--- config.mk ---
export PLATFORM = sky130hd
export DESIGN_NAME = exec_slice
export DESIGN_NICKNAME = d
export VERILOG_FILES = /design/src/exec_pkg.sv /design/src/exec_slice.sv
export VERILOG_INCLUDE_DIRS = /design/src /design/src/src
export SDC_FILE = /design/constraint.sdc
export NUM_CORES = 1
export LEC_CHECK = 0
export ABC_AREA = 1
export BUFFER_PORTS_ARGS = -buffer_cell sky130_fd_sc_hd__buf_2
export CAP_MARGIN = 20
export CORE_MARGIN = 2
export CORE_UTILIZATION = 48
export DETAILED_ROUTE_END_ITERATION = 8
export GPL_ROUTABILITY_DRIVEN = 0
export GPL_TIMING_DRIVEN = 0
export PLACE_DENSITY_LB_ADDON = 0.05
export SLEW_MARGIN = 20
export SYNTH_ARGS = -nofsm -noshare
export SYNTH_HDL_FRONTEND = slang
export SYNTH_SLANG_ARGS = --single-unit
--- constraint.sdc ---
create_clock -name clk_i -period 2.07 [get_ports clk_i]
set_input_delay 0.3105 -clock clk_i [delete_from_list [all_inputs] [get_ports clk_i]]
set_output_delay 0.3105 -clock clk_i [all_outputs]
set_load 0.01 [all_outputs]
--- src/exec_defs.svh ---
// Constants for the subtract, swap and exclusive-OR execution slice.
// Assumes inclusion by the package and the datapath module only.
`ifndef EXEC_DEFS_SVH
`define EXEC_DEFS_SVH

// ----------------------------------------
// Widths, operand codes and reset values
// ----------------------------------------
`define DATA_W 8
`define DIR_SEL_A 8'h05
`define DIR_SEL_B 8'h06
`define DIR_SEL_C 8'h07
`define ACC_RESET 8'h00
`define DIR_RESET 8'hff

`endif

--- src/exec_pkg.sv ---
// Types for the subtract, swap and exclusive-OR execution slice.
// Assumes the constants header sits beside it.
`include "exec_defs.svh"

package exec_pkg;

	// ----------------------------------------
	// Operation selector
	// ----------------------------------------
	typedef enum logic [2:0] {
		OP_NONE,
		OP_SUB,
		OP_SUB_BORROW,
		OP_SWAP,
		OP_XOR_IMM,
		OP_XOR_REG,
		OP_LOAD_DIR
	} exec_op_t;

	// Status flags of the core
	typedef struct packed {
		logic zero;
		logic half_carry_flag;
		logic carry;
	} status_t;

	// One issued instruction
	typedef struct packed {
		exec_op_t op;
		logic dest;
		logic [`DATA_W-1:0] operand;
	} exec_req_t;

	// Write-back towards the file register
	typedef struct packed {
		logic we;
		logic [`DATA_W-1:0] data;
	} file_wr_t;

endpackage : exec_pkg

--- src/exec_slice.sv ---
// Execution datapath for subtract, nibble swap, exclusive-OR and direction
// load. Assumes the core presents one instruction per clock on req_i with
// the file operand already fetched; status is written back each cycle.
//
// Notes on behaviour
// RULE1: Register minus accumulator, routed by destination bit
// RULE2: Carry and half carry mean no borrow
// RULE3: Borrow subtract uses inverted carry as borrow
// RULE4: Swap nibbles, flags untouched
// RULE5: Immediate XOR into accumulator, zero only
// RULE6: Register XOR routed by destination, zero only
// RULE7: Direction load for operands five to seven
// RULE8: Zero flag set when result is zero
`timescale 1ns/1ps
`include "exec_defs.svh"

module exec_slice (
	input wire logic clk_i,
	input wire logic rst_n_i,
	input wire exec_pkg::exec_req_t req_i,
	output logic [`DATA_W-1:0] acc_o,
	output exec_pkg::status_t status_o,
	output exec_pkg::file_wr_t file_wr_o,
	output logic [`DATA_W-1:0] port_a_direction_o,
	output logic [`DATA_W-1:0] port_b_direction_o,
	output logic [`DATA_W-1:0] port_c_direction_o
);
	import exec_pkg::*;

	logic [`DATA_W-1:0] acc_r;
	logic [`DATA_W-1:0] acc_nxt;
	status_t status_r;
	status_t status_nxt;
	file_wr_t file_wr_r;
	file_wr_t file_wr_nxt;
	logic [`DATA_W-1:0] dir_a_r;
	logic [`DATA_W-1:0] dir_b_r;
	logic [`DATA_W-1:0] dir_c_r;
	logic [`DATA_W-1:0] result;
	logic [`DATA_W:0] diff;
	logic [4:0] low_diff;
	logic borrow_in;

	// ----------------------------------------
	// Arithmetic
	// ----------------------------------------

	// Zero test shared by every zero flag update
	function automatic logic is_zero(input logic [`DATA_W-1:0] v);
		is_zero = (v == '0);
	endfunction : is_zero

	// Subtract as f + ~W + 1 - borrow; top bit is carry
	always_comb begin
		borrow_in = (req_i.op == OP_SUB_BORROW) ? ~status_r.carry : 1'b0; // RULE3
		diff = {1'b0, req_i.operand} + {1'b0, ~acc_r}
			+ {8'h00, ~borrow_in}; // RULE1
		low_diff = {1'b0, req_i.operand[3:0]} + {1'b0, ~acc_r[3:0]}
			+ {4'h0, ~borrow_in};
	end

	// Result selection per operation
	always_comb begin
		unique case (req_i.op)
			OP_SUB, OP_SUB_BORROW: result = diff[`DATA_W-1:0];
			OP_SWAP: result = {req_i.operand[3:0], req_i.operand[7:4]}; // RULE4
			OP_XOR_IMM, OP_XOR_REG: result = acc_r ^ req_i.operand; // RULE5 RULE6
			default: result = acc_r;
		endcase
	end

	// Next accumulator, write-back and status
	always_comb begin
		acc_nxt = acc_r;
		status_nxt = status_r;
		file_wr_nxt = '{we: 1'b0, data: result};
		unique case (req_i.op)
			OP_SUB, OP_SUB_BORROW: begin
				status_nxt.carry = diff[`DATA_W]; // RULE2
				status_nxt.half_carry_flag = low_diff[4]; // RULE2
				status_nxt.zero = is_zero(result); // RULE8
				if (req_i.dest) file_wr_nxt.we = 1'b1; // RULE1 RULE3
				else acc_nxt = result;
			end
			OP_SWAP: begin
				if (req_i.dest) file_wr_nxt.we = 1'b1; // RULE4
				else acc_nxt = result;
			end
			OP_XOR_IMM: begin
				acc_nxt = result; // RULE5
				status_nxt.zero = is_zero(result); // RULE8
			end
			OP_XOR_REG: begin
				status_nxt.zero = is_zero(result); // RULE8
				if (req_i.dest) file_wr_nxt.we = 1'b1; // RULE6
				else acc_nxt = result;
			end
			default: begin
			end
		endcase
	end

	// ----------------------------------------
	// State
	// ----------------------------------------

	// Accumulator, flags and write-back port
	always_ff @(posedge clk_i or negedge rst_n_i) begin
		if (!rst_n_i) begin
			acc_r <= `ACC_RESET;
			status_r <= '0;
			file_wr_r <= '0;
		end else begin
			acc_r <= acc_nxt;
			status_r <= status_nxt;
			file_wr_r <= file_wr_nxt;
		end
	end

	// Port direction registers
	always_ff @(posedge clk_i or negedge rst_n_i) begin
		if (!rst_n_i) begin
			dir_a_r <= `DIR_RESET;
			dir_b_r <= `DIR_RESET;
			dir_c_r <= `DIR_RESET;
		end else if (req_i.op == OP_LOAD_DIR) begin
			if (req_i.operand == `DIR_SEL_A) dir_a_r <= acc_r; // RULE7
			if (req_i.operand == `DIR_SEL_B) dir_b_r <= acc_r; // RULE7
			if (req_i.operand == `DIR_SEL_C) dir_c_r <= acc_r; // RULE7
		end
	end

	// Registered outputs
	assign acc_o = acc_r;
	assign status_o = status_r;
	assign file_wr_o = file_wr_r;
	assign port_a_direction_o = dir_a_r;
	assign port_b_direction_o = dir_b_r;
	assign port_c_direction_o = dir_c_r;

	// ----------------------------------------
	// Checks
	// ----------------------------------------

	a_sub_result: assert property ( // RULE1
		@(posedge clk_i) disable iff (!rst_n_i)
		req_i.op == OP_SUB && !req_i.dest |=> acc_o ==
		$past(req_i.operand) - $past(acc_o))
		else $error("subtract result wrong");

	a_write_route: assert property ( // RULE1
		@(posedge clk_i) disable iff (!rst_n_i)
		file_wr_o.we == ($past(req_i.dest) && $past(req_i.op) inside
		{OP_SUB, OP_SUB_BORROW, OP_SWAP, OP_XOR_REG}))
		else $error("file write strobe wrong");

	a_sub_carry: assert property ( // RULE2
		@(posedge clk_i) disable iff (!rst_n_i)
		req_i.op == OP_SUB |=> status_o.carry ==
		($past(acc_o) <= $past(req_i.operand)))
		else $error("subtract carry wrong");

	a_sub_halfcarry: assert property ( // RULE2
		@(posedge clk_i) disable iff (!rst_n_i)
		req_i.op == OP_SUB |=> status_o.half_carry_flag ==
		($past(acc_o[3:0]) <= $past(req_i.operand[3:0])))
		else $error("subtract half carry wrong");

	a_borrow_result: assert property ( // RULE3
		@(posedge clk_i) disable iff (!rst_n_i)
		req_i.op == OP_SUB_BORROW && req_i.dest |=> file_wr_o.we &&
		file_wr_o.data == $past(req_i.operand) - $past(acc_o)
		- {7'h00, ~$past(status_o.carry)})
		else $error("borrow subtract wrong");

	// No borrow out when W plus borrow in still fits in f
	a_borrow_flags: assert property ( // RULE3
		@(posedge clk_i) disable iff (!rst_n_i)
		req_i.op == OP_SUB_BORROW |=>
		status_o.carry == ({1'b0, $past(req_i.operand)} >=
		{1'b0, $past(acc_o)} + {8'h00, ~$past(status_o.carry)}) &&
		status_o.half_carry_flag == ({1'b0, $past(req_i.operand[3:0])} >=
		{1'b0, $past(acc_o[3:0])} + {4'h0, ~$past(status_o.carry)}))
		else $error("borrow subtract flags wrong");

	a_swap_flags: assert property ( // RULE4
		@(posedge clk_i) disable iff (!rst_n_i)
		req_i.op == OP_SWAP |=> $stable(status_o) && (file_wr_o.we ?
		file_wr_o.data : acc_o) == {$past(req_i.operand[3:0]),
		$past(req_i.operand[7:4])})
		else $error("swap wrong");

	a_xor_imm: assert property ( // RULE5
		@(posedge clk_i) disable iff (!rst_n_i)
		req_i.op == OP_XOR_IMM |=> !file_wr_o.we && status_o.carry ==
		$past(status_o.carry) && acc_o == ($past(acc_o) ^ $past(req_i.operand)))
		else $error("immediate xor wrong");

	a_xor_reg_route: assert property ( // RULE6
		@(posedge clk_i) disable iff (!rst_n_i)
		req_i.op == OP_XOR_REG && req_i.dest |=> file_wr_o.we &&
		$stable(acc_o) && $stable(status_o.half_carry_flag))
		else $error("register xor routing wrong");

	a_xor_reg_data: assert property ( // RULE6
		@(posedge clk_i) disable iff (!rst_n_i)
		req_i.op == OP_XOR_REG |=> (file_wr_o.we ? file_wr_o.data : acc_o)
		== ($past(acc_o) ^ $past(req_i.operand)))
		else $error("register xor result wrong");

	a_dir_load: assert property ( // RULE7
		@(posedge clk_i) disable iff (!rst_n_i)
		req_i.op == OP_LOAD_DIR && req_i.operand == `DIR_SEL_B |=>
		port_b_direction_o == $past(acc_o) && $stable(status_o))
		else $error("direction load wrong");

	a_dir_load_a: assert property ( // RULE7
		@(posedge clk_i) disable iff (!rst_n_i)
		req_i.op == OP_LOAD_DIR && req_i.operand == `DIR_SEL_A |=>
		port_a_direction_o == $past(acc_o) && $stable(port_b_direction_o))
		else $error("direction load a wrong");

	a_dir_load_c: assert property ( // RULE7
		@(posedge clk_i) disable iff (!rst_n_i)
		req_i.op == OP_LOAD_DIR && req_i.operand == `DIR_SEL_C |=>
		port_c_direction_o == $past(acc_o) && $stable(port_a_direction_o))
		else $error("direction load c wrong");

	a_dir_refused: assert property ( // RULE7
		@(posedge clk_i) disable iff (!rst_n_i)
		req_i.op == OP_LOAD_DIR && !(req_i.operand inside {`DIR_SEL_A,
		`DIR_SEL_B, `DIR_SEL_C}) |=> $stable(port_a_direction_o) &&
		$stable(port_b_direction_o) && $stable(port_c_direction_o))
		else $error("refused direction load changed state");

	a_zero_flag: assert property ( // RULE8
		@(posedge clk_i) disable iff (!rst_n_i)
		req_i.op inside {OP_SUB, OP_SUB_BORROW, OP_XOR_REG, OP_XOR_IMM} |=>
		status_o.zero == ((file_wr_o.we ? file_wr_o.data : acc_o) == 8'h00))
		else $error("zero flag wrong");

endmodule : exec_slice

==> key figures, run 1 <==
GRT
  – All-Layer GR Usage: 22.3%
  – Vias in the first global route: 1,995
  – Antenna violations before repair: 0
  – Remaining Overflow, GRT: 0
  – First-pass GRT wire length: 9.35 mm
  – Largest net degree at the start of global routing: 45

STA
  – Slew headroom: 35.6%
  – WHS: 0.151 ns
  – Worst setup margin: -0.210 ns
  – Max Freq: about 440 MHz
  – Final setup vio count: 8
  – Worst-Margin Slew: 0.966 ns
  – Crit share post-route: 110%
  – Final number of hold-violating endpoints: 0
  – Clock skew: approximately 0.0055 ns
  – Slew Limit Fails: 0
  – Final worst path period need: 2.28 ns
  – RSZ-0062 raised after global routing: yes

Job
  – Max Cap Violations: 0

Pwr
  – Pleak: 1.57 nW
  – P per Cell Area: 909 nW/um2
  – VDD IR max: 0.622 mV

Setup path
  – Crit path DAT: 2.51 ns
  – Slowest CP cell: dfrtp_1
  – Cell Chain, Critical Path: or3_4 > fa_2 > inv_2 > fa_2 > inv_2 > nand3_1 > nand3_1 > nand3_2 > nand2_2 > nand2_2 > nand3_1 > nor2_1 > nand3_1 > nand2_1
  – Crit-path max FO: 3
  – CP peak stage delay: 0.41 ns
  – Critical Path Most Common Cell: nand3_1
  – CP endpoint kind: flop
  – CP startpoint kind: flop
  – Critical path class: flop to flop
  – Critical Path RT: 2.30 ns

Logic synthesis
  – Post-Synthesis Cells: 289
  – Top-count cell post-synth: nand2_1
  – Ys async rst share: 100%
  – Most frequent cells after synthesis: nand2_1, inv_1, dfstp_2
  – Synthesized cell area: 2450 um2
  – Number of flops mapped to enable cells by yosys: 0
  – YS warnings: 0
  – Most used DFF post-synth: dfstp_2
  – Post-synth top area share: 25.7%
  – Syn Area/Cell: 8.48 um2
  – Synth area leader: dfstp_2
  – Largest cells by area after synthesis: dfstp_2, dfrtp_1, nand2_1, o21ai_2, inv_1
  – Synthesized Nets: 313
  – Sequential-to-total area share from yosys stat: 46.1%
  – Seq cells post-synth: 44
  – Library cells used by synthesis: 35

Clock tree
  – Root buf cell: clkbuf_8
  – Num CTS Buffers: 5
  – Clock-pin slew on the worst setup and hold paths: ~0.09 ns
  – Clk_lat worst skew: around 0.29 ns
  – Clk sink count: 44
  – Hold_buf cts: 0
  – H-tree levels: 2
  – Max clock buf depth: 2
  – CTS tree: built

Routing
  – Post-route ant nets: 0
  – Routed len/inst: ~14 um
  – Vias: 2,173
  – Pre-Repair DR Iteration Count: 4
  – Initial DRC Count: 76
  – Vias per std cell: 5.04
  – DRC Markers: 0
  – DRT Wirelength: 6.11 mm

Placement
  – Detailed placement HPWL: 4.38 mm
  – Port Buf Inserts: 57
  – Place WS: -0.489 ns
  – Total placed cells including tap cells: 416

Status
  – Violated checks: setup timing
  – Status: finished with violations

Floorplanning
  – Die ar.: roughly 5700 um2
  – Initial Util: 48.9%
  – Site row count: 26
  – Core area: 5010 um2
  – Die height: between 70 and 80 um
  – # IOs: 58
  – Die width: 75.5 um

Min path
  – Worst min path class: input port to async pin

Finish
  – # fillers: 490
  – Number of antenna diodes: 0
  – Non-Filler Instances: 431
  – Share of cells above drive strength 1: between 40% and 50%
  – Final #Nets: 384
  – P&R area growth vs syn: 25.1%
area by class of cell:
type	instances	area, um2	area share, %
multi-input cells	196	1190	38.7
well taps	70	87.6	2.86
flip-flops and latches	44	1130	36.9
repair buffers	64	338	11.0
clock buffers	5	68.8	2.24
clock inverters	3	42.5	1.39
inverters	43	161	5.26
plain buffers	6	51.3	1.67
layout by cell type (no fill, tap or decap), drive strengths merged:
cell type	netlist	final
bufinv	0	1
o21ai	31	31
clkbuf	1	6
nand4	1	1
o22ai	3	3
ha	8	8
fa	2	2
dfrtp	20	20
or3	1	1
nor2	23	23
nand2	84	84
nand3	24	24
buf	5	69
xnor2	1	1
o2111ai	1	1
nand3b	2	2
or2	3	3
dfstp	24	24
a31oi	2	2
inv	43	43
nor4	1	1
clkinv	0	2
or4	1	1
a21oi	8	8
critical path: cells and delay by family, from the launching register on:
| family | cells | cell delay, ns |
|---|---|---|
| flip-flops | 1 | 0.41 |
| buffers and inverters | 2 | 0.11 |
| AND/OR/NAND/NOR | 10 | 1.14 |
| adder cells (fa/ha/maj) | 2 | 0.57 |
per-stage QoR:
stage	utilization, %	instance area, um2	TNS (ns)	total power [mW]
after CTS	60.4	3020	-0.898	2.75
after global routing	61.2	3070	-1.68	2.97
after detailed placement	56.4	2830	-2.48	2.01
after global placement	56.4	2830	-2.38	2.00
final	61.2	3070	-0.712	2.79
after floorplan	-	2450	-0.116	1.67
path summary, 6_finish.rpt:
| path | startpoint | slack (ns) | endpoint | depth (start not counted) |
|---|---|---|---|---|
| max in group asynchronous | rst_n_i | 1.31 | file_wr_o[8]$_DFF_PN0_ | 1 |
| min | rst_n_i | 0.15 | status_o[0]$_DFFE_PN0P_ | 1 |
| min reg2reg | port_a_direction_o[4]$_DFFE_PN1P_ | 0.48 | port_a_direction_o[4]$_DFFE_PN1P_ | 2 |
| max reg2reg | status_o[0]$_DFFE_PN0P_ | -0.21 | status_o[2]$_DFFE_PN0P_ | 14 |
| min in group clk_i | req_i[8] | 0.24 | file_wr_o[8]$_DFF_PN0_ | 3 |
| max | status_o[0]$_DFFE_PN0P_ | -0.21 | status_o[2]$_DFFE_PN0P_ | 14 |
metal layers:
metal  vias to the layer above  track usage [%]  part of all wire, %
li1                       1061                -                    -
met1                      1045             27.5                   43
met2                        59             40.1                   51
met3                         8             3.97                  3.8
met4                         0             5.85                  1.8
met5                         -                0                    0
state kept, by name, summed over array words and instances, names as in the netlist:
name and cells:
acc_o 8, file_wr_o 9, port_a_direction_o 8, port_b_direction_o 8, port_c_direction_o 8, status_o 3
cells by family after synthesis:
logic type                 Yosys count  synth area share (%)
xor gates and xnor gates             1                 0.357
buffers and inverters               49                  8.68
AOI/OAI and AO/OA                   45                  13.0
adders and majority gates           10                  5.72
and+or+nand+nor                    140                  26.1
DFF                                 44                  46.1
what timing repair did:
| action | CTS | global route |
|---|---|---|
| resized for setup | 16 | 12 |
| endpoints found under the hold margin | 0 | 0 |
| pin swaps | 10 | 6 |
| setup endpoints to repair | 10 | 14 |
| setup buffers | 5 | 2 |
power breakdown:
part | switching, mW | internal (mW)
Sequential | 0.0647 | 0.981
Combinational | 0.690 | 0.390
Clock | 0.304 | 0.358
Total | 1.06 | 1.73
Note: power is estimated with default switching activity, not from simulation.
==> run 2, diff against run 1 <==
--- a/config.mk
+++ b/config.mk
@@ -20,2 +20,3 @@
 export SYNTH_HDL_FRONTEND = slang
 export SYNTH_SLANG_ARGS = --single-unit
+export TNS_END_PERCENT = 5
==> constraint.sdc (replaced) <==
create_clock -name clk_i -period 2.07 [get_ports clk_i]
set_input_delay 0.3105 -clock clk_i [delete_from_list [all_inputs] [get_ports clk_i]]
set_output_delay 0.3105 -clock clk_i [all_outputs]
set_load 0.005 [all_outputs]
==> key figures, run 2 (synthesis results as in run 1) <==
Status
  – Status: finished with violations (unchanged)
  – Violated checks: setup timing (unchanged)

GRT
  – All-Layer GR Usage: 22.3% (unchanged)
  – Antenna violations before repair: 0 (unchanged)
  – Vias in the first global route: 1,990 (was 1,995)
  – Largest net degree at the start of global routing: 45 (unchanged)
  – First-pass GRT wire length: 9.34 mm (was 9.35 mm)
  – Remaining Overflow, GRT: 0 (unchanged)

STA
  – Final number of hold-violating endpoints: 0 (unchanged)
  – Slew Limit Fails: 0 (unchanged)
  – Worst setup margin: -0.212 ns (was -0.210 ns)
  – Max Freq: 438 MHz (was 439 MHz)
  – Final worst path period need: 2.28 ns (about the same)
  – RSZ-0062 raised after global routing: yes (unchanged)
  – Slew headroom: 35.0% (was 35.6%)
  – Worst-Margin Slew: 0.975 ns (was 0.966 ns)
  – Clock skew: 0.00465 ns (was 0.00552 ns)
  – Crit share post-route: 110% (about the same)
  – Final setup vio count: 7 (was 8)

Routing
  – Vias per std cell: 5.06 (was 5.04)
  – DRC Markers: 0 (unchanged)
  – Vias: 2,169 (was 2,173)
  – Pre-Repair DR Iteration Count: 4 (unchanged)
  – DRT Wirelength: 6.07 mm (was 6.11 mm)
  – Routed len/inst: 14.1 um (was 14.2 um)
  – Initial DRC Count: 82 (was 76)
  – Post-route ant nets: 0 (unchanged)

Finish
  – Final #Nets: 382 (was 384)
  – # fillers: 493 (was 490)
  – Most frequent cells in the layout: nand2_1, buf_2, inv_1, dfstp_2, o21ai_2 (unchanged)
  – Share of cells above drive strength 1: 45.4% (was 46.8%)
  – Register area: 1130 um2 (unchanged)
  – Footprint of the multi-input gates: 1180 um2 (was 1190 um2)
  – Number of antenna diodes: 0 (unchanged)
  – Most common cell after layout, fill and taps aside: nand2_1 (unchanged)
  – Max reg flops: 9 (unchanged)
  – Final core utilization: 60.7% (was 61.2%)
  – P&R area growth vs syn: 24.1% (was 25.1%)
  – Finished Cell Area: 3040 um2 (was 3070 um2)

Floorplanning
  – Core area: 5010 um2 (unchanged)
  – Site row count: 26 (unchanged)
  – Die height: 75.5 um (unchanged)
  – Die ar.: 5690 um2 (unchanged)
  – Die width: 75.5 um (unchanged)
  – # IOs: 58 (unchanged)
  – Initial Util: 48.9% (unchanged)

Clock tree
  – Clk_lat worst skew: 0.29 ns (about the same)
  – Num CTS Buffers: 5 (unchanged)
  – Clock-pin slew on the worst setup and hold paths: 0.09 ns (about the same)
  – Max clock buf depth: 2 (unchanged)
  – H-tree levels: 2 (unchanged)
  – CTS tree: built (unchanged)
  – Root buf cell: clkbuf_8 (unchanged)
  – Hold_buf cts: 0 (unchanged)
  – Clk sink count: 44 (unchanged)

Setup path
  – CP peak stage delay: 0.41 ns (about the same)
  – Crit-path max FO: 3 (unchanged)
  – Cell Chain, Critical Path: or3_4 > fa_2 > inv_2 > fa_2 > inv_2 > nand2_2 > nand2_2 > nand3_2 > nand2_1 > nand2_2 > nand3_2 > nand3b_1 > nor2_1 > nand3_1 > nand2_1 (was or3_4 > fa_2 > inv_2 > fa_2 > inv_2 > nand3_1 > nand3_1 > nand3_2 > nand2_2 > nand2_2 > nand3_1 > nor2_1 > nand3_1 > nand2_1)
  – Critical path class: flop to flop (unchanged)
  – Slowest CP cell: dfrtp_1 (unchanged)
  – Critical Path RT: 2.25 ns (was 2.30 ns)
  – CP endpoint kind: flop (unchanged)
  – Crit path DAT: 2.47 ns (was 2.51 ns)
  – Critical Path Most Common Cell: nand2_2 (was nand3_1)
  – CP startpoint kind: flop (unchanged)

Pwr
  – VDD IR max: 0.593 mV (was 0.622 mV)
  – Pleak: 1.56 nW (was 1.57 nW)
  – P per Cell Area: 889 nW/um2 (was 909 nW/um2)

Placement
  – Placed Area: 2830 um2 (unchanged)
  – Port Buf Inserts: 57 (unchanged)
  – Place WS: -0.489 ns (unchanged)
  – Detailed placement HPWL: 4.38 mm (unchanged)

Job
  – Max Cap Violations: 0 (unchanged)

Min path
  – Worst min path class: input port to async pin (unchanged)
[run 2: cell types whose count changed in the layout (fill, tap and decap cells not counted)]
cell,previous run,this run
inv_1,32,33
nand2_2,13,11
inv_2,11,10
a21oi_2,4,3
nand2_1,71,73
a21oi_1,4,5
buf_4,8,6
[run 2: per-layer routing]
metal | GRT usage, % | routed length, um | up-vias
li1 | - | - | 1058
met1 | 27.6 | 2570 | 1032
met2 | 40.0 | 3090 | 71
met3 | 3.97 | 303 | 8
met4 | 5.85 | 112 | 0
met5 | 0 | 0 | -
[run 2: path summary, 6_finish.rpt]
check	start	endpoint	slack (ns)	cells past startpoint
worst min-delay path	rst_n_i	status_o[0]$_DFFE_PN0P_	0.15	1
min in group clk_i	req_i[8]	file_wr_o[8]$_DFF_PN0_	0.24	3
max in group asynchronous	rst_n_i	file_wr_o[2]$_DFF_PN0_	1.30	1
worst min register to register	port_a_direction_o[2]$_DFFE_PN1P_	port_a_direction_o[2]$_DFFE_PN1P_	0.48	2
worst max-delay path	status_o[0]$_DFFE_PN0P_	status_o[2]$_DFFE_PN0P_	-0.21	15
worst max register to register	status_o[0]$_DFFE_PN0P_	status_o[2]$_DFFE_PN0P_	-0.21	15
[run 2: critical path: cells and delay by family (launching register included)]
kind,cells,cell delay [ns]
and+or+nand+nor,11,1.09
adders and majority gates,2,0.57
buffers and inverters,2,0.11
DFF,1,0.41
[run 2: through the flow]
stage                     instances  hold WS [ns]  power, mW  TNS, ns
after global placement          416         0.462       1.95    -2.38
after floorplan                 289        0.0149       1.62  -0.0770
after detailed placement        416         0.465       1.96    -2.48
after CTS                       428         0.196       2.69   -0.908
after global routing            429         0.214       2.89    -1.65
final                           429         0.154       2.70   -0.687
[run 2: final cells by class]
type,instances,share of cell area [%]
repair buffers,62,10.6
inverters,43,5.30
clock inverters,3,1.40
flip-flops and latches,44,37.2
well taps,70,2.88
multi-input cells,196,38.7
plain buffers,6,1.69
clock buffers,5,2.26
[run 2: where the power goes]
group | switching, mW | total (mW) | internal [mW]
clock network | 0.300 | 0.658 | 0.358
logic | 0.632 | 1.00 | 0.368
registers | 0.0658 | 1.05 | 0.981
[run 2: repair_timing]
item	CTS	global route
gates resized for setup	15	9
endpoints found under the hold margin	0	0
setup endpoints to repair	10	13
pin swaps	6	5
cloned	0	0
setup buffers	4	1
